**src/gop_pkg.sv**
```systemverilog
// Constants and carrier types for the gauge option and alert-output block.
// Assumes one clock domain and that the option word is reached through plain ports.
package gop_pkg;

  // ----------------------------------------------------------------
  // Option word layout and reset value
  // ----------------------------------------------------------------
  localparam int unsigned OPT_RESERVE_COMP  = 7;
  localparam int unsigned OPT_RSVD          = 6;
  localparam int unsigned OPT_LOWBAT_SEL    = 5;
  localparam int unsigned OPT_SLEEP_EN      = 4;
  localparam int unsigned OPT_REMAIN_FULL   = 3;
  localparam int unsigned OPT_INSERT_PIN    = 2;
  localparam int unsigned OPT_POLARITY      = 1;
  localparam int unsigned OPT_HOST_TEMP     = 0;
  localparam logic [7:0]  OPT_RESET         = 8'h19;

  // ----------------------------------------------------------------
  // Charge thresholds in mAh
  // ----------------------------------------------------------------
  localparam logic [15:0] FIRST_SET_MAH     = 16'h0096;
  localparam logic [15:0] FIRST_CLR_MAH     = 16'h00af;
  localparam logic [15:0] FINAL_SET_MAH     = 16'h004b;
  localparam logic [15:0] FINAL_CLR_MAH     = 16'h0064;

  // ----------------------------------------------------------------
  // State divisors, scaled by ten: 13.3, 16.7 and 25.0
  // ----------------------------------------------------------------
  localparam logic [15:0] CHG_DIV_X10       = 16'h0085;
  localparam logic [15:0] DSG_DIV_X10       = 16'h00a7;
  localparam logic [15:0] RLX_DIV_X10       = 16'h00fa;
  localparam logic [15:0] DIV_SCALE         = 16'h000a;

  // ----------------------------------------------------------------
  // Percent boundaries
  // ----------------------------------------------------------------
  localparam logic [8:0]  PCT_FULL          = 9'h064;
  localparam logic [8:0]  PCT_FULL_M1       = 9'h063;
  localparam logic [7:0]  PCT_EMPTY         = 8'h00;

  // ----------------------------------------------------------------
  // Alert pulse timing
  // ----------------------------------------------------------------
  localparam int unsigned CLK_MHZ           = 250;
  localparam int unsigned PULSE_US          = 1000;
  localparam int unsigned PULSE_CYC         = PULSE_US * CLK_MHZ;

  // ----------------------------------------------------------------
  // Resistance tables
  // ----------------------------------------------------------------
  localparam int unsigned RA_TABLES         = 2;
  localparam int unsigned RA_ENTRIES        = 15;
  localparam logic [7:0]  RA_ST_OLD         = 8'h00;
  localparam logic [7:0]  RA_ST_DEFAULT     = 8'hff;
  localparam logic [7:0]  RA_ST_IN_USE      = 8'h55;
  localparam logic [15:0] RA_VAL_DEFAULT    = 16'h0066;

  // Power-up temperature in 0.1 K, about 25 C.
  localparam logic [15:0] TEMP_RESET        = 16'h0ba6;

  typedef enum logic [1:0] {
    GOP_RELAX     = 2'b00,
    GOP_CHARGE    = 2'b01,
    GOP_DISCHARGE = 2'b10
  } gop_batt_state_t;

  typedef struct packed {
    logic [15:0]        remaining;
    logic               remaining_upd;
    logic [15:0]        full_amount;
    logic signed [15:0] avg_current;
    logic [15:0]        design_cap;
    logic [7:0]         percent;
    logic               percent_upd;
  } gop_meas_t;

endpackage

```
**src/gop_option_alert.sv**
```systemverilog
// Option word, low-charge flags, battery state and the multiplexed alert pin.
// Assumes a synchronous system clock, measurements from the gauge core on the
// same clock, and an asynchronous insertion pin driven by the host.
`timescale 1ns/10ps

// Function
// - Eight-bit option word resets to 0x19, bit6 reserved.
// - Bit7 enables no-load rate compensation of reserve capacity.
// - Bit5 selects low-battery mirror, else charge-level pulses, on the pin.
// - Bit1 makes the pin active high, else active low.
// - Sleep is allowed only with bit4 set and conditions met.
// - Bit3 with valid termination loads remaining charge from full amount.
// - Bit2 takes insertion from the pin, else from the host command.
// - Bit0 lets the host write temperature, else the sensor supplies it.
// - Low-battery mode makes the pin track the first low-charge flag.
// - First low flag sets below 150 mAh, clears above 175 mAh.
// - Final low flag sets below 75 mAh, clears above 100 mAh.
// - In pulse mode a qualifying event starts a 1 ms pulse; events during it restart it.
// - Charging pulses when percent reaches a boundary from 100 down by step.
// - Discharging pulses when percent drops below a boundary, or reaches 0.
// - Nonzero step also pulses on every battery state change.
// - Pin detection enabled pulses when the pin signals removal.
// - State comes from average current against design capacity divisors.
// - Table status bytes: 0x00 old, 0xff default, 0x55 in use.
// - Two tables of 15 values reload to defaults on command.
module gop_option_alert
  import gop_pkg::*;
#(
  parameter int unsigned PULSE_CYCLES = PULSE_CYC
) (
  input  wire logic            clk_sys_i,
  input  wire logic            reset_i,
  input  wire logic            ce_i,
  input  wire logic            opt_wr_i,
  input  wire logic [7:0]      opt_wdata_i,
  input  wire logic [7:0]      pulse_step_size_i,
  input  wire gop_meas_t       meas_i,
  input  wire logic            charge_term_i,
  input  wire logic            sleep_cond_i,
  input  wire logic            insertion_detect_pin_i,
  input  wire logic            insert_notify_cmd_i,
  input  wire logic            remove_notify_cmd_i,
  input  wire logic            temp_wr_i,
  input  wire logic [15:0]     temp_wdata_i,
  input  wire logic [15:0]     temp_sensor_i,
  input  wire logic            defaults_reload_cmd_i,
  input  wire logic            ra_wr_i,
  input  wire logic            ra_sel_i,
  input  wire logic [3:0]      ra_idx_i,
  input  wire logic [15:0]     ra_wdata_i,
  output logic [7:0]           opt_o,
  output logic                 reserve_comp_enable_o,
  output logic                 sleep_allow_o,
  output logic [15:0]          remaining_charge_o,
  output logic                 first_low_charge_flag_o,
  output logic                 final_low_charge_flag_o,
  output logic [15:0]          temp_value_o,
  output gop_batt_state_t      batt_state_o,
  output logic                 battery_present_o,
  output logic                 multi_function_out_o,
  output logic [15:0]          ra_rdata_o,
  output logic [7:0]           ra_status0_o,
  output logic [7:0]           ra_status1_o
);

  // ----------------------------------------------------------------
  // Option word
  // ----------------------------------------------------------------
  logic [7:0] opt_r;
  wire  [7:0] opt_nxt = opt_wr_i ? opt_wdata_i : opt_r;

  always_ff @(posedge clk_sys_i) begin
    if (reset_i) opt_r <= OPT_RESET;
    else if (ce_i) opt_r <= opt_nxt;
  end

  // Bit6 is stored as written so that a host read-back matches what it wrote.
  wire lowbat_sel  = opt_r[OPT_LOWBAT_SEL];
  wire pin_detect  = opt_r[OPT_INSERT_PIN];
  wire step_nz     = (pulse_step_size_i != 8'h00);

  // ----------------------------------------------------------------
  // Insertion pin synchroniser
  // ----------------------------------------------------------------
  // The second and third stages must agree so a single-stage glitch is ignored.
  logic [2:0] bin_sync_r;
  logic       bin_level_r;
  wire        bin_agree  = (bin_sync_r[1] == bin_sync_r[2]);
  wire        bin_rise   = bin_agree & bin_sync_r[2] & ~bin_level_r;
  wire        bin_fall   = bin_agree & ~bin_sync_r[2] & bin_level_r;

  always_ff @(posedge clk_sys_i) begin
    if (reset_i) begin
      bin_sync_r  <= 3'h7;
      bin_level_r <= 1'b1;
    end else if (ce_i) begin
      bin_sync_r  <= {bin_sync_r[1:0], insertion_detect_pin_i};
      if (bin_agree) bin_level_r <= bin_sync_r[2];
    end
  end

  // ----------------------------------------------------------------
  // Battery presence
  // ----------------------------------------------------------------
  wire insert_ev  = pin_detect ? bin_fall : insert_notify_cmd_i;
  wire removal_ev = pin_detect ? bin_rise : remove_notify_cmd_i;
  // An insertion and a removal in one cycle leave the battery present.
  logic present_r;

  always_ff @(posedge clk_sys_i) begin
    if (reset_i) present_r <= 1'b0;
    else if (ce_i) begin
      if (insert_ev) present_r <= 1'b1;
      else if (removal_ev) present_r <= 1'b0;
    end
  end

  // ----------------------------------------------------------------
  // Remaining charge and low-charge flags
  // ----------------------------------------------------------------
  logic [15:0] rc_r;
  logic        first_r;
  logic        final_r;
  wire  [15:0] rc_nxt = (charge_term_i & opt_r[OPT_REMAIN_FULL]) ? meas_i.full_amount :
                        meas_i.remaining_upd ? meas_i.remaining : rc_r;
  wire first_nxt = (rc_r < FIRST_SET_MAH) ? 1'b1 : (rc_r > FIRST_CLR_MAH) ? 1'b0 : first_r;
  wire final_nxt = (rc_r < FINAL_SET_MAH) ? 1'b1 : (rc_r > FINAL_CLR_MAH) ? 1'b0 : final_r;

  always_ff @(posedge clk_sys_i) begin
    if (reset_i) begin
      rc_r    <= 16'h0000;
      first_r <= 1'b0;
      final_r <= 1'b0;
    end else if (ce_i) begin
      rc_r    <= rc_nxt;
      first_r <= first_nxt;
      final_r <= final_nxt;
    end
  end

  // ----------------------------------------------------------------
  // Temperature source
  // ----------------------------------------------------------------
  // With host writes enabled the last written value holds until the next write.
  logic [15:0] temp_r;
  wire  [15:0] temp_nxt = opt_r[OPT_HOST_TEMP] ? (temp_wr_i ? temp_wdata_i : temp_r) :
                          temp_sensor_i;

  always_ff @(posedge clk_sys_i) begin
    if (reset_i) temp_r <= TEMP_RESET;
    else if (ce_i) temp_r <= temp_nxt;
  end

  // ----------------------------------------------------------------
  // Battery state from average current
  // ----------------------------------------------------------------
  // Division by the fractional divisors is replaced by cross-multiplying by ten.
  // Every factor is kept signed; one unsigned factor would turn a discharge
  // current into a huge positive product and read it as charging.
  wire signed [33:0] cur_x   = 34'(signed'(meas_i.avg_current));
  wire signed [33:0] cap_x10 = 34'(meas_i.design_cap) * 34'(DIV_SCALE);
  wire signed [33:0] chg_k   = 34'(CHG_DIV_X10);
  wire signed [33:0] dsg_k   = 34'(DSG_DIV_X10);
  wire signed [33:0] rlx_k   = 34'(RLX_DIV_X10);
  wire signed [33:0] abs_cur = cur_x[33] ? -cur_x : cur_x;
  wire is_chg = (cur_x * chg_k) > cap_x10;
  wire is_dsg = (-cur_x * dsg_k) > cap_x10;
  wire is_rlx = (abs_cur * rlx_k) < cap_x10;
  gop_batt_state_t state_r;
  gop_batt_state_t state_nxt;

  always_comb begin
    state_nxt = state_r;
    if (is_chg) state_nxt = GOP_CHARGE;
    else if (is_dsg) state_nxt = GOP_DISCHARGE;
    else if (is_rlx) state_nxt = GOP_RELAX;
  end

  wire state_change = (state_nxt != state_r);

  always_ff @(posedge clk_sys_i) begin
    if (reset_i) state_r <= GOP_RELAX;
    else if (ce_i) state_r <= state_nxt;
  end

  // ----------------------------------------------------------------
  // Percent boundary crossings
  // ----------------------------------------------------------------
  // Counting boundaries above a percent turns each check into one divide.
  logic [7:0] pct_prev_r;
  wire  [8:0] step9    = {1'b0, pulse_step_size_i};
  wire  [8:0] stepd    = step_nz ? step9 : 9'h001;
  wire  [8:0] up_new   = PCT_FULL - {1'b0, meas_i.percent} + stepd - 9'h001;
  wire  [8:0] up_old   = PCT_FULL - {1'b0, pct_prev_r} + stepd - 9'h001;
  wire  [8:0] dn_new   = PCT_FULL_M1 - {1'b0, meas_i.percent};
  wire  [8:0] dn_old   = PCT_FULL_M1 - {1'b0, pct_prev_r};
  wire  [8:0] up_idx_n = up_new / stepd;
  wire  [8:0] up_idx_o = up_old / stepd;
  wire  [8:0] dn_idx_n = dn_new / stepd;
  wire  [8:0] dn_idx_o = dn_old / stepd;
  wire  rising  = meas_i.percent > pct_prev_r;
  wire  falling = meas_i.percent < pct_prev_r;
  wire  cross_up = rising & (up_idx_n < up_idx_o);
  wire  cross_dn = falling & ((meas_i.percent == PCT_EMPTY) |
                   ((pct_prev_r != PCT_FULL[7:0]) & (dn_idx_n > dn_idx_o)) |
                   (pct_prev_r == PCT_FULL[7:0]));
  wire  pct_ev  = meas_i.percent_upd & step_nz &
                  (((state_r == GOP_CHARGE) & cross_up) | ((state_r == GOP_DISCHARGE) & cross_dn));

  // The previous percent only moves on an update, so a steady reading never fires twice.
  always_ff @(posedge clk_sys_i) begin
    if (reset_i) pct_prev_r <= 8'h00;
    else if (ce_i && meas_i.percent_upd) pct_prev_r <= meas_i.percent;
  end

  // ----------------------------------------------------------------
  // Alert pulse and pin
  // ----------------------------------------------------------------
  // Events that overlap a running pulse restart it; the pin shows one longer pulse.
  localparam int unsigned PW = $clog2(PULSE_CYCLES + 1);
  logic [PW-1:0] pulse_cnt_r;
  wire  pulse_ev = pct_ev | (step_nz & state_change) | (pin_detect & bin_rise);
  wire  [PW-1:0] pulse_cnt_nxt = pulse_ev ? PW'(PULSE_CYCLES) :
                                 (pulse_cnt_r != '0) ? pulse_cnt_r - PW'(1) : pulse_cnt_r;
  wire  active_lvl = lowbat_sel ? first_r : (pulse_cnt_r != '0);
  wire  pin_nxt    = opt_r[OPT_POLARITY] ? active_lvl : ~active_lvl;

  always_ff @(posedge clk_sys_i) begin
    if (reset_i) begin
      pulse_cnt_r          <= '0;
      multi_function_out_o <= 1'b1;
    end else if (ce_i) begin
      pulse_cnt_r          <= pulse_cnt_nxt;
      multi_function_out_o <= pin_nxt;
    end
  end

  // ----------------------------------------------------------------
  // Resistance tables
  // ----------------------------------------------------------------
  logic [15:0] ra_val_r [RA_TABLES*RA_ENTRIES];
  logic [7:0]  ra_st_r  [RA_TABLES];
  wire  [4:0]  ra_addr = 5'(ra_sel_i ? RA_ENTRIES : 0) + 5'(ra_idx_i);
  wire         ra_ok   = (ra_idx_i < 4'(RA_ENTRIES));

  genvar g;
  generate
    for (g = 0; g < RA_TABLES * RA_ENTRIES; g++) begin : g_ra
      always_ff @(posedge clk_sys_i) begin
        if (reset_i || (ce_i && defaults_reload_cmd_i)) ra_val_r[g] <= RA_VAL_DEFAULT;
        else if (ce_i && ra_wr_i && ra_ok && (ra_addr == 5'(g))) ra_val_r[g] <= ra_wdata_i;
      end
    end
  endgenerate

  // Table 0 is the one in use; a written spare table becomes previously updated.
  always_ff @(posedge clk_sys_i) begin
    if (reset_i || (ce_i && defaults_reload_cmd_i)) begin
      ra_st_r[0] <= RA_ST_IN_USE;
      ra_st_r[1] <= RA_ST_DEFAULT;
    end else if (ce_i && ra_wr_i && ra_ok && ra_sel_i) begin
      ra_st_r[1] <= RA_ST_OLD;
    end
  end

  // ----------------------------------------------------------------
  // Registered outputs
  // ----------------------------------------------------------------
  always_ff @(posedge clk_sys_i) begin
    if (reset_i) begin
      opt_o                   <= OPT_RESET;
      reserve_comp_enable_o   <= 1'b0;
      sleep_allow_o           <= 1'b0;
      remaining_charge_o      <= 16'h0000;
      first_low_charge_flag_o <= 1'b0;
      final_low_charge_flag_o <= 1'b0;
      temp_value_o            <= TEMP_RESET;
      batt_state_o            <= GOP_RELAX;
      battery_present_o       <= 1'b0;
      ra_rdata_o              <= 16'h0000;
      ra_status0_o            <= RA_ST_IN_USE;
      ra_status1_o            <= RA_ST_DEFAULT;
    end else if (ce_i) begin
      opt_o                   <= opt_r;
      reserve_comp_enable_o   <= opt_r[OPT_RESERVE_COMP];
      sleep_allow_o           <= opt_r[OPT_SLEEP_EN] & sleep_cond_i;
      remaining_charge_o      <= rc_r;
      first_low_charge_flag_o <= first_r;
      final_low_charge_flag_o <= final_r;
      temp_value_o            <= temp_r;
      batt_state_o            <= state_r;
      battery_present_o       <= present_r;
      ra_rdata_o              <= ra_ok ? ra_val_r[ra_addr] : 16'h0000;
      ra_status0_o            <= ra_st_r[0];
      ra_status1_o            <= ra_st_r[1];
    end
  end

endmodule

```
**config.mk**
```make
export PLATFORM = sky130hd
export DESIGN_NAME = gop_option_alert
export DESIGN_NICKNAME = d
export VERILOG_FILES = /design/src/gop_pkg.sv /design/src/gop_option_alert.sv
export SDC_FILE = /design/constraint.sdc
export NUM_CORES = 2
export LEC_CHECK = 0
export BUFFER_PORTS_ARGS = -buffer_cell sky130_fd_sc_hd__buf_2
export CAP_MARGIN = 25
export CORE_ASPECT_RATIO = 1.1
export CORE_MARGIN = 1.5
export CORE_UTILIZATION = 45
export DETAILED_ROUTE_END_ITERATION = 8
export GPL_TIMING_DRIVEN = 0
export PLACE_DENSITY = 0.58
export SYNTH_ARGS = -nofsm -noshare
export SYNTH_HDL_FRONTEND = slang
export SYNTH_SLANG_ARGS = --single-unit
```
**constraint.sdc**
```tcl
create_clock -name clk_sys_i -period 44.7 [get_ports clk_sys_i]
set_clock_uncertainty 0.1 [all_clocks]
set_input_delay 0 -clock clk_sys_i [delete_from_list [all_inputs] [get_ports clk_sys_i]]
set_output_delay 0 -clock clk_sys_i [all_outputs]
set_load 0.005 [all_outputs]
```
After elaboration in Yosys (flattened, before gate mapping)
Memories as Yosys holds them, arrays and structs flattened. A register that Yosys moved wholly into a read port is not among the register bits.
Cells that the tools add are included.
Storage, ports and cells
  input bits: 155
  flip-flop bits (word level): 139
  RAM bits: 496
  bits in latches: 0
  logic and storage cells: 347
  output and inout port bits: 80
  ROM bits: 0
  memories: 2
Operators by class
  multiply operators: 4
  bitwise logic cells: 54
  order comparisons: 12
  mux-type cells: 149
  shift-type cells: 0
  equal/unequal tests: 36
  div/mod/pow operators: 4
  $add $sub $neg: 11
  reduce and logical (&&, ||, !) cells: 53
Memory list
  ra_val_r: depth 30, bits a word 16, rd ports 1, clocked after Yosys merged registers in 0, wr ports 30, line gop_option_alert.sv:241  | logic [15:0] ra_val_r [RA_TABLES*RA_ENTRIES];
  ra_st_r: depth 2, bits a word 8, rd ports 2, clocked after Yosys merged registers in 2, wr ports 2, line gop_option_alert.sv:242  | logic [7:0] ra_st_r [RA_TABLES];
Operators with widths (count)
  2-to-1 mux 16 bit: 35
  2-to-1 mux 1 bit: 105
  equality test 5 bit (second input constant): 14
  equality test 5 x 4 -> 1 bit (second input constant): 8
  divider 9 x 9 -> 9 bit: 4
  2-to-1 mux 18 bit: 2
  bitwise OR 1 bit: 36
  subtractor 7 x 8 -> 9 bit (first input constant): 4
  logical AND 1 bit: 35
  greater-than comparator 34 x 21 -> 1 bit: 1
  less-than comparator 34 x 21 -> 1 bit: 1
  multiplier 34 x 8 -> 33 bit (second input constant): 1
  multiplier 34 x 9 -> 34 bit (second input constant): 1
  2-to-1 mux 34 bit: 1
  negation 16 -> 34 bit: 1
  greater-than comparator 25 x 21 -> 1 bit: 1
  multiplier 16 x 9 -> 25 bit (second input constant): 1
  equality test 5 x 3 -> 1 bit (second input constant): 4
  multiplier 16 x 3 -> 19 bit (second input constant): 1
  adder 9 x 8 -> 9 bit: 2
  nonzero test 18 bit: 1
  subtractor 18 x 1 -> 18 bit (second input constant): 1
  subtractor 9 x 1 -> 9 bit (second input constant): 2
  greater-than comparator 16 x 7 -> 1 bit (second input constant): 1
  29 further kinds: 60

Logic depth before layout (Yosys ltp)
  depth after elaboration: 15
  mapped depth: 94
  gate-level depth less buffers: 91

Worst setup path before layout
OpenSTA, ideal clock, no wires.
  kind: input-to-reg
  from: input pulse_step_size_i[7]
  to: register pulse_cnt_r[11]
  buffers on the path: 4
  cell stages on the path: 87
  arrival: 16580 ps
  slack: 27898 ps
  setup time: 122 ps
  data required time: 44478 ps
  path through: buf_2 > nor4_2 > a21oi_1 > ha_1 > a22o_1 > inv_1 > ha_1 > nand2_1 > a2111oi_4 > o31a_4 > a31o_2 > xnor2_1 > ha_1 > o21a_1 > o21ai_0 > inv_1 > o21a_1 > inv_1 > [51 not listed] > a21oi_1 > nor2b_1 > o21ai_0 > nand2b_1 > a221o_1 > ha_1 > nor2b_1 > o21ai_0 > nand2b_1 > a21oi_1 > o21ai_0 > a31oi_1 > o311a_1 > o32ai_1 > a211oi_1 > o221ai_1 > buf_4 > a21oi_1
On the way
  cells in the longest elaborated chain, start to end: 15
  elaborated cells on any way between the ends: 28
  those cells by class: 4 x add/sub; 4 x div; 2 x order compare; 2 x mux; 13 x bitwise; 3 x reduce/logical
RTL lines
  start, declared: line gop_option_alert.sv:36  | input wire logic [7:0] pulse_step_size_i,
  branches (longest 11 deep; another with adder 9 x 8 -> 9 bit)
  bitwise OR 1 bit (*) (2 in series): line gop_option_alert.sv:222  | wire pulse_ev = pct_ev | (step_nz & state_change) | (pin_detect & bin_rise);
  nonzero test 2 bit (no line)
  AND reduction 2 bit (no line)
  end signal, assigned: line gop_option_alert.sv:233  | pulse_cnt_r <= pulse_cnt_nxt;
  end, declared: line gop_option_alert.sv:221  | logic [PW-1:0] pulse_cnt_r;
Every way passes the cells marked *.
A chain may end at the register's enable or synchronous reset.

Final worst setup path
  from: register pct_prev_r[2]
  to: register pulse_cnt_r[11]
On the way
  cells in the longest elaborated chain, start to end: 14
  elaborated cells on any way between the ends: 26
  those cells by class: 4 x add/sub; 2 x div; 4 x order compare; 2 x eq/ne; 1 x mux; 11 x bitwise; 2 x reduce/logical
RTL lines
  start, declared: line gop_option_alert.sv:190  | logic [7:0] pct_prev_r;
  start signal, assigned: line gop_option_alert.sv:213  | else if (ce_i && meas_i.percent_upd) pct_prev_r <= meas_i.percent;
  branches (longest 8 deep; another with subtractor 7 x 8 -> 9 bit)
  bitwise OR 1 bit (*): line gop_option_alert.sv:208  | (((state_r == GOP_CHARGE) & cross_up) | ((state_r == GOP_DISCHARGE) & cross_dn));
  bitwise AND 1 bit (*): line gop_option_alert.sv:207  | wire pct_ev = meas_i.percent_upd & step_nz &
  bitwise OR 1 bit (*) (2 in series): line gop_option_alert.sv:222
  nonzero test 2 bit (no line)
  AND reduction 2 bit (no line)
Marks and branches as above.

==> metrics.md <==
| Metric | Value |
|---|---|
| Status | `completed` |
| GP Congestion | `0.925` |
| Layout cells sized above 1 | `11.9%` |
| Worst-Margin Slew | `1.13 ns` |
| Met2 wire length | `74800 um` |
| Detail Route Antenna Nets | `0` |
| DR iter-0 viols | `3190` |
| First-pass GRT wire length | `233000 um` |
| CTS H-tree lvls | `2` |
| # IOs | `235` |
| Final HPWL DP | `120000 um` |
| Post-cts sizing count | `0` |
| Leak | `0.0246 uW` |
| Cells after Synth | `4862` |
| Die W | `324 um` |
| Largest net degree at the start of global routing | `34` |
| Synth Cell Area | `0.0510 sq mm` |
| Pre-CTS setup slack | `25.51 ns` |
| Post-Synthesis Mean Instance Area | `10.5 sq um` |
| Hold Startpoint | `ra_wdata_i[4]` |
| Clk_lat worst skew | `0.65 ns` |
| R2r setup slk | `25.94 ns` |
| Total GRT Usage | `26.6%` |
| Placed cell count | `6623` |
| Worst R2R Start | `pct_prev_r[2]$_SDFFE_PP0P_` |
| Fraction of registers with async set/reset | `0%` |
| Distinct cells, synth | `96` |
| Clock Pin Slew Worst Setup and Hold Paths | `0.06 ns` |
| CP most frequent cell | `o21a_1` |
| Root buf cell | `clkbuf_16` |
| Final setup vio count | `0` |
| Pwr dens | `48.2 mW/mm^2` |
| Synth warn | `0` |
| Synth Flop Type | `edfxtp_1` |
| Die H | `356 um` |
| Type of the worst setup path | `reg2reg` |
| Area contributors post-synth | `edfxtp_1 (28%), ha_1 (15%), fa_1 (7.9%)` |
| Fillers | `10.3k` |
| Worst R2R Path Depth | `89` |
| Vias | `38.9k` |
| Drt via density | `5.67` |
| Clock Path Buffers | `3` |
| Area leader, netlist | `edfxtp_1` |
| Drt pass-1 iters | `6` |
| Vias in the first global route | `39.5k` |
| Tcrit/Tclk final | `42.0%` |
| WHS | `0.000616 ns` |
| Overall overflow remaining after global route | `0` |
| Routed WL | `153000 um` |
| Hold WC Path Type | `in2reg` |
| Sequential share of the synthesized area | `33.8%` |
| Commonest cells after routing, fill and taps aside | `ha_1 (607), edfxtp_1 (480), and2_1 (371)` |
| Hold EP | `ra_val_r[21][4]$_SDFFCE_PN0P_` |
| Initial Utilization | `45.4%` |
| Slowest cell on the critical path | `o21ai_1` |
| Unrepaired setup endpoints after global routing | `no` |
| TritonCTS Buffers | `59` |
| Core area | `0.112 sq mm` |
| Maximum vdd drop | `0.0609 mV` |
| Row cnt | `129` |
| Data required, critical path | `45.12 ns` |
| Max-slew violations | `0` |
| Crit path max fanout | `10` |
| Hold Fails Final Rpt | `0` |
| Clock Sinks | `620` |
| DR top layer | `met5` |
| Wl on met1 | `62400 um` |
| Commonest non-fill, non-tap cell in the layout | `ha_1` |
| NumNets Final | `6274` |
| CP max stage delay | `0.58 ns` |
| Critical Path AT | `19.18 ns` |
| Port bufs | `206` |
| Max-slew headroom | `24.8%` |
| Wire per inst | `22.3 um` |
| Area Overhead vs Synth | `13.6%` |
| CTS tree | `done` |
| Number of synthesized flops with an enable pin | `480` |
| Die area | `0.115 sq mm` |
| WL met3 | `9670 um` |
| Minimum clock period | `18.76 ns` |
| Post-route non-filler standard cell count | `6865` |
| Hold path cells | `2` |
| Yosys top cell area share | `28.3%` |
| Total power after layout | `2790 uW` |
| DRC | `0` |
| Worst Setup End Kind | `register` |
| Setup TNS | `0 ns` |
| F_max | `53.3 MHz` |
| FF-to-FF End | `pulse_cnt_r[11]$_SDFFE_PP0P_` |
| Fin worst setup slack | `25.94 ns` |
| Total of max-cap violations | `0` |
| Yosys reg bits | `620` |
| Setup crit start kind | `register` |
| Initial antenna violation count | `2` |
==> state kept, by name (all words and copies together) (netlist names), 16 cells and up <==
name                flops
pulse_cnt_r            18
rc_r                   16
temp_r                 16
remaining_charge_o     16
temp_value_o           16
ra_val_r              480
ra_rdata_o             16
==> layout make-up <==
cell class / count / area (sq um) / share of cell area, %
timing repair buffer: 381 / 3040 / 5.25
sequential: 620 / 17200 / 29.7
clock inverter: 42 / 350 / 0.605
multi-input combinational: 3640 / 31500 / 54.5
inverter: 358 / 1340 / 2.32
tap: 1506 / 1880 / 3.25
antenna: 1 / 2.50 / 0.00432
clock buffer: 67 / 1510 / 2.60
buffer: 250 / 1020 / 1.76
==> what timing repair did <==
item	CTS	global route
hold buffers	127	0
buffers inserted	0	0
endpoints found under the setup margin	0	0
hold endpoints to repair	345	0
==> power by group <==
part / leakage, uW / internal (uW) / total [uW] / switching (uW)
clock: 0.000896 / 271 / 499 / 228
sequential: 0.00597 / 667 / 689 / 22.0
combinational: 0.0177 / 684 / 1600 / 921
total: 0.0246 / 1620 / 2790 / 1170
==> critical path: cells and delay by family, from the launching register on <==
kind,cells,cell delay (ns)
AND/OR/NAND/NOR,18,2.03
buffers and inverters,8,1.72
flip-flops,1,0.46
multiplexers,3,1.10
XOR/XNOR,1,0.30
AO/OA/AOI/OAI,48,9.78
adder cells (fa/ha/maj),11,3.16
==> metrics by stage <==
step	instance area (sq um)	utilization, %
2_1_floorplan	51000	-
3_3_place_gp	53900	48.0
3_5_place_dp	54700	48.7
4_1_cts	57800	51.5
5_1_grt	57900	51.5
6_report	57900	51.5
==> worst max-delay path by stage <==
stage / from / endpoint / slack (ns) / cells past startpoint
after floorplan: pulse_step_size_i[7] / pulse_cnt_r[11]$_SDFFE_PP0P_ / 27.90 / 87
after global placement: pulse_step_size_i[7] / pulse_cnt_r[17]$_SDFFE_PP0P_ / 23.44 / 69
after detailed placement: pulse_step_size_i[6] / pulse_cnt_r[11]$_SDFFE_PP0P_ / 25.51 / 88
after CTS: pct_prev_r[2]$_SDFFE_PP0P_ / pulse_cnt_r[11]$_SDFFE_PP0P_ / 25.77 / 89
after global routing: pct_prev_r[2]$_SDFFE_PP0P_ / pulse_cnt_r[9]$_SDFFE_PP0P_ / 24.14 / 90
final: pct_prev_r[2]$_SDFFE_PP0P_ / pulse_cnt_r[11]$_SDFFE_PP0P_ / 25.94 / 89
==> Yosys cell counts (104+ instances only) <==
master / instances
xnor2_1: 120
o21ai_0: 191
dfxtp_1: 140
a21oi_1: 219
nor3_1: 116
and2_1: 371
inv_1: 354
o21a_1: 104
or3_1: 133
clkbuf_1: 202
nor2_1: 316
ha_1: 607
fa_1: 202
nand2_1: 220
edfxtp_1: 480
mux4_2: 130
==> routing by layer <==
layer	vias up	track usage, %
li1	18500	-
met1	19000	33.8
met2	1190	45.9
met3	215	3.79
met4	2	9.85
met5	-	0
==> logic make-up after synthesis <==
| logic type | after synthesis | synth area share (%) |
|---|---|---|
| AO/OA/AOI/OAI | 896 | 11.6 |
| XOR/XNOR | 191 | 3.28 |
| adder cells (fa/ha/maj) | 809 | 22.8 |
| buffers and inverters | 608 | 4.64 |
| flip-flops | 620 | 33.8 |
| multiplexers | 278 | 8.81 |
| other | 2 | 0.0147 |
| AND/OR/NAND/NOR | 1458 | 15.0 |
Power figures use the tool's default switching activity.
